[src/hw/load_ind_pkg.sv]
package load_ind_pkg;

  // Core clock and the settling time after a coil polarity change.
  localparam int unsigned CLK_PERIOD_NS   = 50;
  localparam int unsigned UPD_SETTLE_NS   = 8000;
  localparam int unsigned UPD_SETTLE_CYC  = (UPD_SETTLE_NS + CLK_PERIOD_NS - 1) / CLK_PERIOD_NS;
  localparam logic [7:0]  SETTLE_CNT      = 8'(UPD_SETTLE_CYC);

  // Serial word size and load indicator width.
  localparam int unsigned WORD_W          = 12;
  localparam int unsigned LOAD_W          = 3;

  // Command word fields.
  localparam int unsigned CMD_MDA         = 11;
  localparam int unsigned CMD_CA_MSB      = 10;
  localparam int unsigned CMD_CA_LSB      = 7;
  localparam int unsigned CMD_PHA         = 6;
  localparam int unsigned CMD_MDB         = 5;
  localparam int unsigned CMD_CB_MSB      = 4;
  localparam int unsigned CMD_CB_LSB      = 1;
  localparam int unsigned CMD_PHB         = 0;

  // Status word: load level on top, a constant one, then eight fault flags.
  localparam logic        ST_ONE          = 1'b1;

  // Meaning of load levels: low value means heavy load.
  localparam logic [2:0]  LOAD_STALL      = 3'h0;
  localparam logic [2:0]  LOAD_HIGH_MAX   = 3'h2;
  localparam logic [2:0]  LOAD_LIGHT_MIN  = 3'h3;
  localparam logic [2:0]  LOAD_LOWEST     = 3'h7;

  // Register map, byte addresses.
  localparam logic [7:0]  REG_CTRL        = 8'h00;
  localparam logic [7:0]  REG_STATUS      = 8'h04;
  localparam logic [7:0]  REG_CMD         = 8'h08;

  // Control register fields and reset value.
  localparam int unsigned CTRL_EXT_POS    = 0;
  localparam int unsigned CTRL_DIV_LSB    = 8;
  localparam int unsigned CTRL_DIV_MSB    = 15;
  localparam logic [31:0] CTRL_RST        = 32'h0000_1000;

  // Status register fields.
  localparam int unsigned STS_VALID_POS   = 3;
  localparam int unsigned STS_SERIAL_POS  = 4;
  localparam int unsigned STS_EN_POS      = 5;
  localparam int unsigned STS_AREF_POS    = 6;
  localparam int unsigned STS_BL_LSB      = 7;
  localparam int unsigned STS_XFER_POS    = 9;

  // Pin synchroniser reset: chip select, enable and reference select idle high.
  localparam logic [8:0]  PIN_SYNC_RST    = 9'h023;

  // Blanking length in core cycles for each select code.
  localparam logic [2:0]  BLANK_CYC_0     = 3'h1;
  localparam logic [2:0]  BLANK_CYC_1     = 3'h2;
  localparam logic [2:0]  BLANK_CYC_2     = 3'h3;
  localparam logic [2:0]  BLANK_CYC_3     = 3'h4;

  // Saturation of the mixed-decay-off microstep counters.
  localparam logic [1:0]  MD_OFF_SAT      = 2'h3;

  typedef enum logic [1:0] {UPD_IDLE, UPD_CHOP, UPD_SETTLE} upd_state_t;

endpackage

[src/hw/stall_load_indicator.sv]
// The plain strobed port and the register addresses were chosen for this implementation.
`timescale 1ns/1ns
// Functional notes
// - Three-bit unsigned load level readable over the serial link during motion.
// - Load level refreshed once per fullstep and held in between.
// - Level falls as load rises; zero is heaviest, seven is lightest.
// - Higher load never gives a higher reading at equal mixed decay; stalled motor reads jumpy values.
// - Mixed decay kept closer to zero crossing gives a lower reported level.
// - Level may be invalid one chopper period plus 8 us after polarity toggle.
// - Serial control only while serial mode select is high.
// - Device runs only while enable is low; the pin also shuts down.
// - Low reference select makes coil currents follow the analog reference inputs.
// - Serial data output driven only during a selected transfer.
// - Two blank-time selects set the current-sense blanking interval.
// - Chopper clocked by internal oscillator or external clock on oscillator pin.
// - Each transfer swaps a twelve-bit command for a twelve-bit status word.
// - Load level occupies status bits eleven down to nine.
module stall_load_indicator (
  input  wire logic        core_clk_i,            // Core clock, 20 MHz.
  input  wire logic        rst_i,                 // Synchronous reset, active high.
  input  wire logic [7:0]  reg_addr_i,            // Register byte address.
  input  wire logic [31:0] reg_wdata_i,           // Register write data.
  input  wire logic        reg_wr_i,              // Write strobe.
  input  wire logic        reg_rd_i,              // Read strobe.
  output logic      [31:0] reg_rdata_o,           // Read data, one cycle after strobe.
  input  wire logic        sck_i,                 // Serial clock pin.
  input  wire logic        cs_n_i,                // Serial chip select pin, active low.
  input  wire logic        sdi_i,                 // Serial data in pin.
  output logic             serial_data_out_o,     // Serial data out level.
  output logic             serial_data_out_oe_o,  // Serial data out enable.
  input  wire logic        serial_mode_select_i,  // Serial mode select pin.
  input  wire logic        chip_enable_n_i,       // Device enable pin, active low.
  input  wire logic        analog_ref_select_n_i, // Analog reference select, active low.
  input  wire logic        blank_time_sel_0_i,    // Blank time select, low bit.
  input  wire logic        blank_time_sel_1_i,    // Blank time select, high bit.
  input  wire logic        chopper_clock_input_i, // External chopper clock pin.
  input  wire logic [2:0]  load_raw_i,            // Quantised back-EMF load sample.
  input  wire logic [7:0]  diag_flags_i,          // Fault flags for the status word.
  output logic             mixed_decay_coil_a_o,  // Mixed decay coil A.
  output logic             polarity_coil_a_o,     // Polarity coil A.
  output logic      [3:0]  current_coil_a_o,      // Current setting coil A.
  output logic             mixed_decay_coil_b_o,  // Mixed decay coil B.
  output logic             polarity_coil_b_o,     // Polarity coil B.
  output logic      [3:0]  current_coil_b_o,      // Current setting coil B.
  output logic             analog_ref_mode_o,     // Currents follow analog references.
  output logic             driver_enable_o,       // Device enabled.
  output logic             serial_mode_o,         // Serial control active.
  output logic             chop_tick_o,           // One-cycle chopper period pulse.
  output logic             blank_o,               // Current-sense blanking active.
  output logic      [2:0]  load_level_o,          // Current load level.
  output logic             load_valid_o           // Load level settled.
);

  // Two-flop synchronisers for every pin; third stage only for edge finding.
  logic [8:0]  pin_s1_q;
  logic [8:0]  pin_s2_q;
  logic [2:0]  edge_prev_q;

  always_ff @(posedge core_clk_i) begin
    if (rst_i) begin
      pin_s1_q <= load_ind_pkg::PIN_SYNC_RST;
      pin_s2_q <= load_ind_pkg::PIN_SYNC_RST;
    end else begin
      pin_s1_q <= {chopper_clock_input_i, blank_time_sel_1_i, blank_time_sel_0_i,
                   analog_ref_select_n_i, serial_mode_select_i, sdi_i, sck_i,
                   chip_enable_n_i, cs_n_i};
      pin_s2_q <= pin_s1_q;
    end
  end

  logic        csn_s, enn_s, sck_s, sdi_s, spe_s, ann_s, chop_s;
  logic [1:0]  bl_s;

  // Named views of the synchronised pins, in the order the first stage packs them.
  assign {chop_s, bl_s, ann_s, spe_s, sdi_s, sck_s, enn_s, csn_s} = pin_s2_q;

  // Edge history of chip select, serial clock and external chopper clock.
  always_ff @(posedge core_clk_i) begin
    if (rst_i) begin
      edge_prev_q <= 3'h1;
    end else begin
      edge_prev_q <= {chop_s, sck_s, csn_s};
    end
  end

  logic        enabled, serial_on, cs_fall, cs_rise, sck_rise, sck_fall, chop_rise;

  // The enable pin gates all but the pin synchronisers, edge history, register port and control register; serial transfers also need mode select.
  assign enabled   = ~enn_s;
  assign serial_on = enabled & spe_s;
  assign cs_fall   = edge_prev_q[0] & ~csn_s;
  assign cs_rise   = ~edge_prev_q[0] & csn_s;
  assign sck_rise  = ~edge_prev_q[1] & sck_s;
  assign sck_fall  = edge_prev_q[1] & ~sck_s;
  assign chop_rise = ~edge_prev_q[2] & chop_s;

  // Registered mode outputs.
  always_ff @(posedge core_clk_i) begin
    if (rst_i) begin
      driver_enable_o   <= 1'b0;
      serial_mode_o     <= 1'b0;
      analog_ref_mode_o <= 1'b0;
    end else begin
      driver_enable_o   <= enabled;
      serial_mode_o     <= serial_on;
      analog_ref_mode_o <= enabled & ~ann_s;
    end
  end

  // Control register: chopper source and internal oscillator divider.
  logic [31:0] ctrl_q;

  always_ff @(posedge core_clk_i) begin
    if (rst_i) begin
      ctrl_q <= load_ind_pkg::CTRL_RST;
    end else if (reg_wr_i && reg_addr_i == load_ind_pkg::REG_CTRL) begin
      ctrl_q <= reg_wdata_i;
    end
  end

  // Chopper timebase; a divider of zero stops the internal oscillator.
  logic [7:0]  osc_cnt_q, osc_div;
  logic        osc_wrap, ext_sel, chop_tick;

  assign osc_div   = ctrl_q[load_ind_pkg::CTRL_DIV_MSB:load_ind_pkg::CTRL_DIV_LSB];
  assign ext_sel   = ctrl_q[load_ind_pkg::CTRL_EXT_POS];
  assign osc_wrap  = (osc_div != 8'h00) && (osc_cnt_q >= osc_div - 8'h01);
  assign chop_tick = enabled & (ext_sel ? chop_rise : osc_wrap);

  always_ff @(posedge core_clk_i) begin
    if (rst_i || !enabled || ext_sel || osc_wrap) begin
      osc_cnt_q <= 8'h00;
    end else begin
      osc_cnt_q <= osc_cnt_q + 8'h01;
    end
  end

  // Blanking after each chopper period start, length picked by the select pins.
  logic [2:0]  blank_cnt_q, blank_len, blank_cnt_d;

  always_comb begin
    unique case (bl_s)
      2'h0: blank_len = load_ind_pkg::BLANK_CYC_0;
      2'h1: blank_len = load_ind_pkg::BLANK_CYC_1;
      2'h2: blank_len = load_ind_pkg::BLANK_CYC_2;
      2'h3: blank_len = load_ind_pkg::BLANK_CYC_3;
    endcase
    if (chop_tick) begin
      blank_cnt_d = blank_len;
    end else if (blank_cnt_q != 3'h0) begin
      blank_cnt_d = blank_cnt_q - 3'h1;
    end else begin
      blank_cnt_d = 3'h0;
    end
  end

  always_ff @(posedge core_clk_i) begin
    if (rst_i || !enabled) begin
      blank_cnt_q <= 3'h0;
      blank_o     <= 1'b0;
      chop_tick_o <= 1'b0;
    end else begin
      blank_cnt_q <= blank_cnt_d;
      blank_o     <= blank_cnt_d != 3'h0;
      chop_tick_o <= chop_tick;
    end
  end

  // Serial shift path; fed bits reappear twelve clocks later for daisy chains.
  logic [11:0] shift_q;
  logic        xfer_q;
  logic [11:0] status_word;

  assign status_word = {load_level_o, load_ind_pkg::ST_ONE, diag_flags_i};

  always_ff @(posedge core_clk_i) begin
    if (rst_i || !serial_on) begin
      shift_q              <= 12'h000;
      xfer_q               <= 1'b0;
      serial_data_out_o    <= 1'b0;
      serial_data_out_oe_o <= 1'b0;
    end else if (cs_fall) begin
      shift_q              <= status_word;
      xfer_q               <= 1'b1;
      serial_data_out_o    <= status_word[load_ind_pkg::WORD_W-1];
      serial_data_out_oe_o <= 1'b1;
    end else if (xfer_q && cs_rise) begin
      xfer_q               <= 1'b0;
      serial_data_out_oe_o <= 1'b0;
    end else if (xfer_q && sck_rise) begin
      shift_q              <= {shift_q[10:0], sdi_s};
    end else if (xfer_q && sck_fall) begin
      serial_data_out_o    <= shift_q[load_ind_pkg::WORD_W-1];
    end
  end

  // Command latch on chip select release; disable clears it to zero.
  logic [11:0] cmd_q;
  logic        cmd_take;

  assign cmd_take = serial_on & xfer_q & cs_rise;

  always_ff @(posedge core_clk_i) begin
    if (rst_i || !enabled) begin
      cmd_q <= 12'h000;
    end else if (cmd_take) begin
      cmd_q <= shift_q;
    end
  end

  assign mixed_decay_coil_a_o = cmd_q[load_ind_pkg::CMD_MDA];
  assign polarity_coil_a_o    = cmd_q[load_ind_pkg::CMD_PHA];
  assign current_coil_a_o     = cmd_q[load_ind_pkg::CMD_CA_MSB:load_ind_pkg::CMD_CA_LSB];
  assign mixed_decay_coil_b_o = cmd_q[load_ind_pkg::CMD_MDB];
  assign polarity_coil_b_o    = cmd_q[load_ind_pkg::CMD_PHB];
  assign current_coil_b_o     = cmd_q[load_ind_pkg::CMD_CB_MSB:load_ind_pkg::CMD_CB_LSB];

  // A polarity toggle on either coil marks a fullstep boundary.
  logic        tog_a, tog_b, fullstep;

  assign tog_a    = shift_q[load_ind_pkg::CMD_PHA] ^ cmd_q[load_ind_pkg::CMD_PHA];
  assign tog_b    = shift_q[load_ind_pkg::CMD_PHB] ^ cmd_q[load_ind_pkg::CMD_PHB];
  assign fullstep = cmd_take & (tog_a | tog_b);

  // Microsteps each coil has run with mixed decay off, saturating.
  logic [1:0]  md_off_a_q, md_off_b_q, pen_steps_q;

  always_ff @(posedge core_clk_i) begin
    if (rst_i || !enabled) begin
      md_off_a_q <= 2'h0;
      md_off_b_q <= 2'h0;
    end else if (cmd_take) begin
      if (shift_q[load_ind_pkg::CMD_MDA]) begin
        md_off_a_q <= 2'h0;
      end else if (md_off_a_q != load_ind_pkg::MD_OFF_SAT) begin
        md_off_a_q <= md_off_a_q + 2'h1;
      end
      if (shift_q[load_ind_pkg::CMD_MDB]) begin
        md_off_b_q <= 2'h0;
      end else if (md_off_b_q != load_ind_pkg::MD_OFF_SAT) begin
        md_off_b_q <= md_off_b_q + 2'h1;
      end
    end
  end

  // Lead time of the crossing coil before its toggle; shortest one counts.
  always_ff @(posedge core_clk_i) begin
    if (rst_i || !enabled) begin
      pen_steps_q <= 2'h0;
    end else if (fullstep) begin
      if (tog_a && tog_b) begin
        pen_steps_q <= (md_off_a_q < md_off_b_q) ? md_off_a_q : md_off_b_q;
      end else begin
        pen_steps_q <= tog_a ? md_off_a_q : md_off_b_q;
      end
    end
  end

  // Update sequence: wait one chopper edge, then the settle time, then sample.
  // The reading is flagged invalid meanwhile, since the back-EMF path is settling.
  load_ind_pkg::upd_state_t upd_q;
  logic [7:0]  settle_q;

  always_ff @(posedge core_clk_i) begin
    if (rst_i || !enabled) begin
      upd_q    <= load_ind_pkg::UPD_IDLE;
      settle_q <= 8'h00;
    end else if (fullstep) begin
      upd_q    <= load_ind_pkg::UPD_CHOP;
      settle_q <= 8'h00;
    end else begin
      unique case (upd_q)
        load_ind_pkg::UPD_IDLE: begin
          settle_q <= 8'h00;
        end
        load_ind_pkg::UPD_CHOP: begin
          if (chop_tick) begin
            upd_q <= load_ind_pkg::UPD_SETTLE;
          end
        end
        load_ind_pkg::UPD_SETTLE: begin
          if (settle_q == load_ind_pkg::SETTLE_CNT - 8'h01) begin
            upd_q <= load_ind_pkg::UPD_IDLE;
          end else begin
            settle_q <= settle_q + 8'h01;
          end
        end
        default: begin
          upd_q <= load_ind_pkg::UPD_IDLE;
        end
      endcase
    end
  end

  logic        sample_now;
  logic [2:0]  load_scaled;

  assign sample_now = (upd_q == load_ind_pkg::UPD_SETTLE) &&
                      (settle_q == load_ind_pkg::SETTLE_CNT - 8'h01) && !fullstep;

  // Mixed decay too close to the crossing weakens the signal; shift keeps order.
  always_comb begin
    unique case (pen_steps_q)
      2'h0:    load_scaled = load_raw_i >> 2;
      2'h1:    load_scaled = load_raw_i >> 1;
      default: load_scaled = load_raw_i;
    endcase
  end

  // Level held between fullsteps; raw sample is monotone in load.
  always_ff @(posedge core_clk_i) begin
    if (rst_i || !enabled) begin
      load_level_o <= load_ind_pkg::LOAD_STALL;
      load_valid_o <= 1'b0;
    end else if (fullstep) begin
      load_valid_o <= 1'b0;
    end else if (sample_now) begin
      load_level_o <= load_scaled;
      load_valid_o <= 1'b1;
    end
  end

  // Register read port; unmapped addresses read zero.
  always_ff @(posedge core_clk_i) begin
    if (rst_i) begin
      reg_rdata_o <= 32'h0000_0000;
    end else if (reg_rd_i) begin
      reg_rdata_o <= 32'h0000_0000;
      unique case (reg_addr_i)
        load_ind_pkg::REG_CTRL: begin
          reg_rdata_o <= ctrl_q;
        end
        load_ind_pkg::REG_STATUS: begin
          reg_rdata_o[2:0]                           <= load_level_o;
          reg_rdata_o[load_ind_pkg::STS_VALID_POS]   <= load_valid_o;
          reg_rdata_o[load_ind_pkg::STS_SERIAL_POS]  <= serial_mode_o;
          reg_rdata_o[load_ind_pkg::STS_EN_POS]      <= driver_enable_o;
          reg_rdata_o[load_ind_pkg::STS_AREF_POS]    <= analog_ref_mode_o;
          reg_rdata_o[load_ind_pkg::STS_BL_LSB +: 2] <= bl_s;
          reg_rdata_o[load_ind_pkg::STS_XFER_POS]    <= xfer_q;
        end
        load_ind_pkg::REG_CMD: begin
          reg_rdata_o[11:0] <= cmd_q;
        end
        default: begin
          reg_rdata_o <= 32'h0000_0000;
        end
      endcase
    end
  end

endmodule

[config.mk]
export PLATFORM = sky130hd
export DESIGN_NAME = stall_load_indicator
export DESIGN_NICKNAME = d
export VERILOG_FILES = /design/src/hw/load_ind_pkg.sv /design/src/hw/stall_load_indicator.sv
export SDC_FILE = /design/constraint.sdc
export NUM_CORES = 1
export LEC_CHECK = 0
export BUFFER_PORTS_ARGS = -buffer_cell sky130_fd_sc_hd__buf_2
export CORE_ASPECT_RATIO = 1.5
export CORE_MARGIN = 4
export CORE_UTILIZATION = 59
export DETAILED_ROUTE_END_ITERATION = 12
export PLACE_DENSITY = 0.81
export SLEW_MARGIN = 20
export SYNTH_ARGS = -nofsm -noshare
export SYNTH_HDL_FRONTEND = slang
export SYNTH_SLANG_ARGS = --single-unit
[constraint.sdc]
create_clock -name core_clk_i -period 5.7 [get_ports core_clk_i]
set_input_delay 0.855 -clock core_clk_i [delete_from_list [all_inputs] [get_ports core_clk_i]]
set_output_delay 0.855 -clock core_clk_i [all_outputs]
set_load 0.005 [all_outputs]
=== Word-level counts from Yosys, hierarchy flattened ===
Cells that the tools add are included.

* Muxes and demuxes: 30
* Eq/ne operators: 19
* Magnitude comparators: 2
* Bitwise gates (word level): 23
* Add/subtract/negate cells: 6
* Reductions and logical operators: 36

{| class="wikitable"
|+ Operators by type and width
! operator !! count
|-
| $mux W12 || 3
|-
| $pmux W10 S3 || 1
|-
| $mux W20 || 1
|-
| $mux W2 || 9
|-
| $add A8 B1 Y8 const B || 2
|-
| $ne A2 B2 Y1 const B || 8
|-
| $pmux W8 S2 || 1
|-
| $pmux W3 S4 || 1
|-
| $reduce_bool A2 Y1 || 6
|-
| $and A1 B1 Y1 || 11
|-
| $reduce_and A2 Y1 || 5
|-
| $not A1 Y1 || 9
|-
| $reduce_and A3 Y1 || 3
|-
| $eq A8 B3 Y1 const B || 1
|-
| $eq A8 B4 Y1 const B || 1
|-
| $eq A8 B8 Y1 const B || 1
|-
| $ge A8 B8 Y1 || 1
|-
| $logic_and A1 B1 Y1 || 8
|-
| $logic_not A8 Y1 || 1
|-
| $mux W1 || 8
|-
| $mux W8 || 1
|-
| $reduce_bool A8 Y1 || 1
|-
| $sub A8 B1 Y8 const B || 1
|-
| $eq A2 B1 Y1 const B || 3
|-
| other kinds (16) || 29
|}

* Flip-flop bits (word level): 147
* Word-level logic and storage cells: 140
* Input bits: 64
* Output and inout bits: 55

=== Longest topological paths before layout ===
* Depth after elaboration: 8
* Mapped depth: 11
* Gate-level depth less buffers: 11

=== Worst setup path before layout ===
Ideal clock, no wire load.

* Path type: flip-flop to flip-flop
* From: reg ctrl_q[8]
* To: reg blank_cnt_q[0]
* Required time: 5.628 ns
* Setup slack: 2.956 ns
* Setup time: 0.072 ns
* Stages on the path, launching flop included: 12
* Data arrival time: 2.672 ns
* Clock period less this slack: 2.744 ns
* Buffers on the path: 0
* Path through: dfxtp_1 -> inv_1 -> ha_1 -> or3b_2 -> nor3_1 -> xnor2_1 -> ha_1 -> nand2_1 -> o21ai_0 -> or2_2 -> o21ai_0 -> mux2i_1

* Cells in the longest elaborated chain, start to end: 6
* Elaborated cells between the ends (all ways): 7
* Classes of those cells: add/sub: 1; order compare: 1; mux: 2; bitwise: 1; reduce/logical: 2

{| class="wikitable"
|+ RTL lines
! element !! RTL line !! RTL
|-
| start, declared || stall_load_indicator.sv:111 || <nowiki>logic [31:0] ctrl_q;</nowiki>
|-
| start signal, assigned || stall_load_indicator.sv:115 || <nowiki>ctrl_q <= load_ind_pkg::CTRL_RST;</nowiki>
|-
| start signal, assigned || stall_load_indicator.sv:117 || <nowiki>ctrl_q <= reg_wdata_i;</nowiki>
|-
| $sub A8 B1 Y8 || stall_load_indicator.sv:127 || <nowiki>assign osc_wrap = (osc_div != 8'h00) && (osc_cnt_q >= osc_div - 8'h01);</nowiki>
|-
| $ge A8 B8 Y1 || stall_load_indicator.sv:127 ||
|-
| $logic_and A1 B1 Y1 (*) || stall_load_indicator.sv:127 ||
|-
| $mux W1 (*) || stall_load_indicator.sv:128 || <nowiki>assign chop_tick = enabled & (ext_sel ? chop_rise : osc_wrap);</nowiki>
|-
| $and A1 B1 Y1 (*) || stall_load_indicator.sv:128 ||
|-
| $mux W3 (*) || stall_load_indicator.sv:148 || <nowiki>if (chop_tick) begin</nowiki>
|-
| end signal, assigned || stall_load_indicator.sv:163 || <nowiki>blank_cnt_q <= blank_cnt_d;</nowiki>
|-
| end, declared || stall_load_indicator.sv:139 || <nowiki>logic [2:0] blank_cnt_q, blank_len, blank_cnt_d;</nowiki>
|}

Mark *: on every way between the ends. The rest lies on a longest branch, timed or not.
A chain may end at the register's enable or synchronous reset.

=== Worst setup path after layout ===
* From: reg ctrl_q[8]
* To: reg osc_cnt_q[6]

* Cells in the longest elaborated chain, start to end: 4
* Elaborated cells between the ends (all ways): 5
* Classes of those cells: add/sub: 1; order compare: 1; reduce/logical: 3

{| class="wikitable"
|+ RTL lines
! element !! RTL line !! RTL
|-
| $sub A8 B1 Y8 || stall_load_indicator.sv:127 ||
|-
| $ge A8 B8 Y1 || stall_load_indicator.sv:127 ||
|-
| $logic_and A1 B1 Y1 (*) || stall_load_indicator.sv:127 ||
|-
| $logic_or A1 B1 Y1 (*) || stall_load_indicator.sv:131 || <nowiki>if (rst_i || !enabled || ext_sel || osc_wrap) begin</nowiki>
|-
| end signal, assigned || stall_load_indicator.sv:134 || <nowiki>osc_cnt_q <= osc_cnt_q + 8'h01;</nowiki>
|-
| end, declared || stall_load_indicator.sv:122 || <nowiki>logic [7:0] osc_cnt_q, osc_div;</nowiki>
|}

Marks and branches as above.

==> metrics.txt <==
# TYPE chip_impl_metric gauge
chip_impl_info{name="cts-root-buf",value="sky130_fd_sc_hd__clkbuf_16"} 1
chip_impl_metric{name="holdBufCountCts",unit=""} 0
chip_impl_metric{name="post_cts.resized_instances",unit=""} 0
chip_impl_metric{name="total_iterations_of_the_first_detailed_routing_run",unit=""} 5
chip_impl_metric{name="grt_usage",unit="%"} 25.26
chip_impl_metric{name="slew-limit-headroom",unit="%"} 41.80
chip_impl_metric{name="final-max-slew-violation-count",unit=""} 0
chip_impl_info{name="worst_r2r_endpoint",value="osc_cnt_q[6]"} 1
chip_impl_info{name="endpoint_kind",value="flop"} 1
chip_impl_info{name="worst_hold_path.endpoint",value="analog_ref_mode_o"} 1
chip_impl_metric{name="worst_path_largest_cell_delay",unit="ps"} 650
chip_impl_metric{name="num_vias",unit=""} 5468
chip_impl_metric{name="place.gp.congestion",unit=""} 0.8494
chip_impl_info{name="status",value="finished, final reports clean"} 1
chip_impl_info{name="cell_taking_the_most_area_after_synthesis",value="sky130_fd_sc_hd__dfxtp_1"} 1
chip_impl_metric{name="timing.final.hold_violations",unit=""} 0
chip_impl_metric{name="final-instance-count-excl-fill",unit=""} 985
chip_impl_metric{name="pin_count_of_the_biggest_net_entering_global_routing",unit=""} 87
chip_impl_metric{name="htree_num_levels",unit=""} 4
chip_impl_info{name="cp_common_cell",value="sky130_fd_sc_hd__ha_1"} 1
chip_impl_info{name="tritoncts",value="yes"} 1
chip_impl_metric{name="core_area",unit="um^2"} 10530
chip_impl_metric{name="dpl_cell_area",unit="um^2"} 6890
chip_impl_metric{name="fp.dieW",unit="um"} 92.38
chip_impl_metric{name="clock_latency",unit="ps"} 420
chip_impl_metric{name="multiInputGateArea",unit="um^2"} 3095
chip_impl_metric{name="setup-violations-final",unit=""} 0
chip_impl_metric{name="postSynthAreaPerCell",unit="um^2"} 8.620
chip_impl_info{name="worst_hold_startpoint",value="pin_s2_q[5]"} 1
chip_impl_info{name="timing.rr.start",value="ctrl_q[8]"} 1
chip_impl_info{name="critPathKind",value="flop to flop"} 1
chip_impl_metric{name="synth-async-reset-ratio",unit="%"} 0
chip_impl_metric{name="dieArea",unit="um^2"} 12430
chip_impl_metric{name="detail_route.wl_per_cell",unit="um"} 15.68
chip_impl_metric{name="critical_path.max_fanout",unit=""} 8
chip_impl_metric{name="filler_cell_count",unit=""} 825
chip_impl_metric{name="regArea",unit="um^2"} 2943
chip_impl_metric{name="io_pins",unit=""} 119
chip_impl_metric{name="post_route_cells_drive_above_1_share",unit="%"} 20.93
chip_impl_metric{name="dp_cells",unit=""} 954
chip_impl_metric{name="areaGrowthSynthToFinish",unit="%"} 19.26
chip_impl_metric{name="vdd_ir_drop_max",unit="uV"} 240.3
chip_impl_metric{name="post_synth_instance_area",unit="um^2"} 6301
chip_impl_metric{name="rows",unit=""} 46
chip_impl_metric{name="totalNegativeSetupSlack",unit="ps"} 0
chip_impl_metric{name="drv.max_cap_violation_count",unit=""} 0
chip_impl_metric{name="postSynthCellCount",unit=""} 731
chip_impl_metric{name="yosysTopAreaCellShare",unit="%"} 46.70
chip_impl_metric{name="critical_path.n_buffers_inverters",unit=""} 1
chip_impl_metric{name="number_of_antenna_violations_at_the_first_check_in_global_routing",unit=""} 0
chip_impl_metric{name="number_of_buffers_inserted_by_post_cts_setup_repair",unit=""} 0
chip_impl_metric{name="synthesis.nets",unit=""} 815
chip_impl_metric{name="drt_drc_violations_left",unit=""} 0
chip_impl_info{name="setup_repair_after_global_routing_missed_its_margin",value="no"} 1
chip_impl_info{name="dominantRegCellSynth",value="sky130_fd_sc_hd__dfxtp_1"} 1
chip_impl_info{name="hold_path_class",value="flop to flop"} 1
chip_impl_metric{name="timing.critical_path.required",unit="ps"} 5970
chip_impl_metric{name="layout_min_cycle_time",unit="ps"} 3172
chip_impl_metric{name="numPortBuffers",unit=""} 118
chip_impl_metric{name="cts_buffer_count",unit=""} 17
chip_impl_info{name="cp_cell_sequence",value="inv_1 > ha_1 > or3b_2 > nor3_1 > xnor2_1 > ha_1 > nand2_1 > a311oi_1 > a2bb2oi_1 > nor4_1"} 1
chip_impl_metric{name="dpl.hpwl",unit="um"} 10920
chip_impl_metric{name="static_leakage",unit="nW"} 3.089
chip_impl_metric{name="worst_slew_pin_slew",unit="ps"} 865.8
chip_impl_metric{name="synth_cell_types",unit=""} 53
chip_impl_metric{name="ff2ff_setup_slack",unit="ps"} 2530
chip_impl_info{name="mostFrequentLayoutCells",value="sky130_fd_sc_hd__dfxtp_1, sky130_fd_sc_hd__nand2_1, sky130_fd_sc_hd__buf_2"} 1
chip_impl_metric{name="post_drt_via_cell_ratio",unit=""} 5.551
chip_impl_metric{name="timing.final.crit_share",unit="%"} 55.66
chip_impl_metric{name="antenna_left",unit=""} 0
chip_impl_metric{name="cp_data_arrival_time",unit="ps"} 3440
chip_impl_metric{name="power.density_cell_area",unit="nW/um^2"} 303.4
chip_impl_metric{name="grt_overflow",unit=""} 0
chip_impl_metric{name="initial_core_util",unit="%"} 59.82
chip_impl_metric{name="clock_sinks",unit=""} 147
chip_impl_metric{name="layout.cell_area.non_filler",unit="um^2"} 7515
chip_impl_metric{name="ys_warn_count",unit=""} 0
chip_impl_info{name="timing.critical_path.slowest_stage_cell",value="sky130_fd_sc_hd__a2bb2oi_1"} 1
chip_impl_metric{name="cts-root-to-sink-buffers",unit=""} 2
chip_impl_info{name="critical-path-top-delay-family",value="compound AO/OA/AOI/OAI gates"} 1
chip_impl_metric{name="synth-seq-area-share",unit="%"} 46.70
chip_impl_metric{name="fmax",unit="MHz"} 315.2
chip_impl_metric{name="grt_first_pass_wirelength",unit="um"} 25160
chip_impl_metric{name="die_y",unit="um"} 134.6
chip_impl_metric{name="route.final.wire_length",unit="um"} 15450
chip_impl_metric{name="worst_setup_hold_path_clk_slew",unit="ps"} 60
chip_impl_info{name="worstSetupStartpointType",value="flop"} 1
chip_impl_metric{name="synth_enable_flop_cells",unit=""} 0
chip_impl_info{name="mostFrequentLayoutCell",value="sky130_fd_sc_hd__dfxtp_1"} 1
chip_impl_metric{name="skew",unit="ps"} 8.399
chip_impl_metric{name="ys_ff_latch",unit=""} 147
chip_impl_metric{name="antenna-diode-count",unit=""} 0
chip_impl_metric{name="drt_iter0_markers",unit=""} 277
chip_impl_info{name="ys_top_cells_by_area",value="sky130_fd_sc_hd__dfxtp_1, sky130_fd_sc_hd__nand2_1, sky130_fd_sc_hd__a21oi_1"} 1
chip_impl_metric{name="finish.net_count",unit=""} 913
chip_impl_metric{name="r2r.worst_path.cells",unit=""} 10
chip_impl_metric{name="min_path_cells",unit=""} 1
chip_impl_metric{name="grt_pass1_vias",unit=""} 5377
==> per-layer routing <==
metal / global-route usage (%) / share of wire (%)
met2: 43.76 / 51
met4: 12.56 / 3.4
met3: 6.522 / 6.6
met5: 0 / 0
met1: 28.55 / 39
==> synth_stat cells, types with 3 or more instances <==
master                     number
sky130_fd_sc_hd__a211oi_1      10
sky130_fd_sc_hd__a21o_1         3
sky130_fd_sc_hd__a21oi_1       86
sky130_fd_sc_hd__a21oi_2        4
sky130_fd_sc_hd__a31oi_1        5
sky130_fd_sc_hd__and3_1         5
sky130_fd_sc_hd__buf_2          7
sky130_fd_sc_hd__buf_8          3
sky130_fd_sc_hd__clkbuf_1      31
sky130_fd_sc_hd__dfxtp_1      147
sky130_fd_sc_hd__ha_1          20
sky130_fd_sc_hd__inv_1         14
sky130_fd_sc_hd__mux2_2         3
sky130_fd_sc_hd__mux2i_1       33
sky130_fd_sc_hd__nand2_1      127
sky130_fd_sc_hd__nand2b_1       6
sky130_fd_sc_hd__nand3_1       12
sky130_fd_sc_hd__nand3b_1       5
sky130_fd_sc_hd__nor2_1        62
sky130_fd_sc_hd__nor2b_1       48
sky130_fd_sc_hd__nor3_1         7
sky130_fd_sc_hd__nor4_1         9
sky130_fd_sc_hd__nor4b_1        3
sky130_fd_sc_hd__o21ai_0       25
sky130_fd_sc_hd__or2_2          9
sky130_fd_sc_hd__xnor2_1        7
sky130_fd_sc_hd__xor2_1         7
==> state kept, by name, summed over array words and instances, names as in the netlist, 2 cells and up <==
| register | cells |
|---|---|
| md_off_b_q | 2 |
| upd_q | 2 |
| edge_prev_q | 3 |
| load_level_o | 3 |
| shift_q | 12 |
| blank_cnt_q | 3 |
| settle_q | 8 |
| reg_rdata_o | 32 |
| ctrl_q | 32 |
| osc_cnt_q | 8 |
| pin_s2_q | 9 |
| cmd_q | 12 |
| pen_steps_q | 2 |
| md_off_a_q | 2 |
| pin_s1_q | 9 |
==> worst max-delay path by stage <==
stage | startpoint | endpoint | slack [ps] | cells past startpoint
after floorplan | ctrl_q[8] | blank_cnt_q[0] | 2960 | 11
after global placement | reg_addr_i[5] | ctrl_q[2] | 2650 | 6
after detailed placement | reg_addr_i[5] | ctrl_q[27] | 2560 | 6
after CTS | ctrl_q[8] | osc_cnt_q[1] | 2570 | 10
after global routing | ctrl_q[8] | osc_cnt_q[1] | 2380 | 10
final | ctrl_q[8] | osc_cnt_q[6] | 2530 | 10
==> final cells by class <==
| class | count | share of cell area [%] |
|---|---|---|
| Clock buffer | 19 | 5.894 |
| Sequential cell | 147 | 39.16 |
| Clock inverter | 12 | 2.398 |
| Multi-Input combinational cell | 527 | 41.19 |
| Timing Repair Buffer | 122 | 8.258 |
| Tap cell | 144 | 2.398 |
| Inverter | 14 | 0.6993 |
==> report_power, final <==
| group | total, mW | internal (mW) | leakage, nW | switching, mW |
|---|---|---|---|---|
| combinational | 0.0636 | 0.0262 | 1.61 | 0.0374 |
| sequential | 1.04 | 1.03 | 1.19 | 0.00389 |
| clock | 1.18 | 0.743 | 0.288 | 0.435 |
==> per-stage QoR <==
step / worst slack (ps) / util (%) / hold slack (ps) / total power [mW]
6_report: 2528 / 71.35 / 389.3 / 2.280
3_3_place_gp: 2655 / 65.42 / 375.7 / 1.123
4_1_cts: 2569 / 71.34 / 391.4 / 2.290
2_1_floorplan: 2956 / - / 368.2 / 1.092
3_5_place_dp: 2561 / 65.42 / 378.9 / 1.124
5_1_grt: 2377 / 71.35 / 405.9 / 2.339
==> cells by family (layout without fill, tap and decap cells) <==
kind of cell | after synthesis | count (layout) | share of synthesized area (%)
simple gates | 311 | 311 | 23.89
flops | 147 | 147 | 46.70
xor+xnor | 15 | 15 | 2.204
mux | 36 | 36 | 5.778
buf+inv | 57 | 167 | 4.190
fa+ha+maj | 20 | 20 | 3.971
compound gates | 145 | 145 | 13.26
No activity file was read; power rests on OpenSTA's default activity.
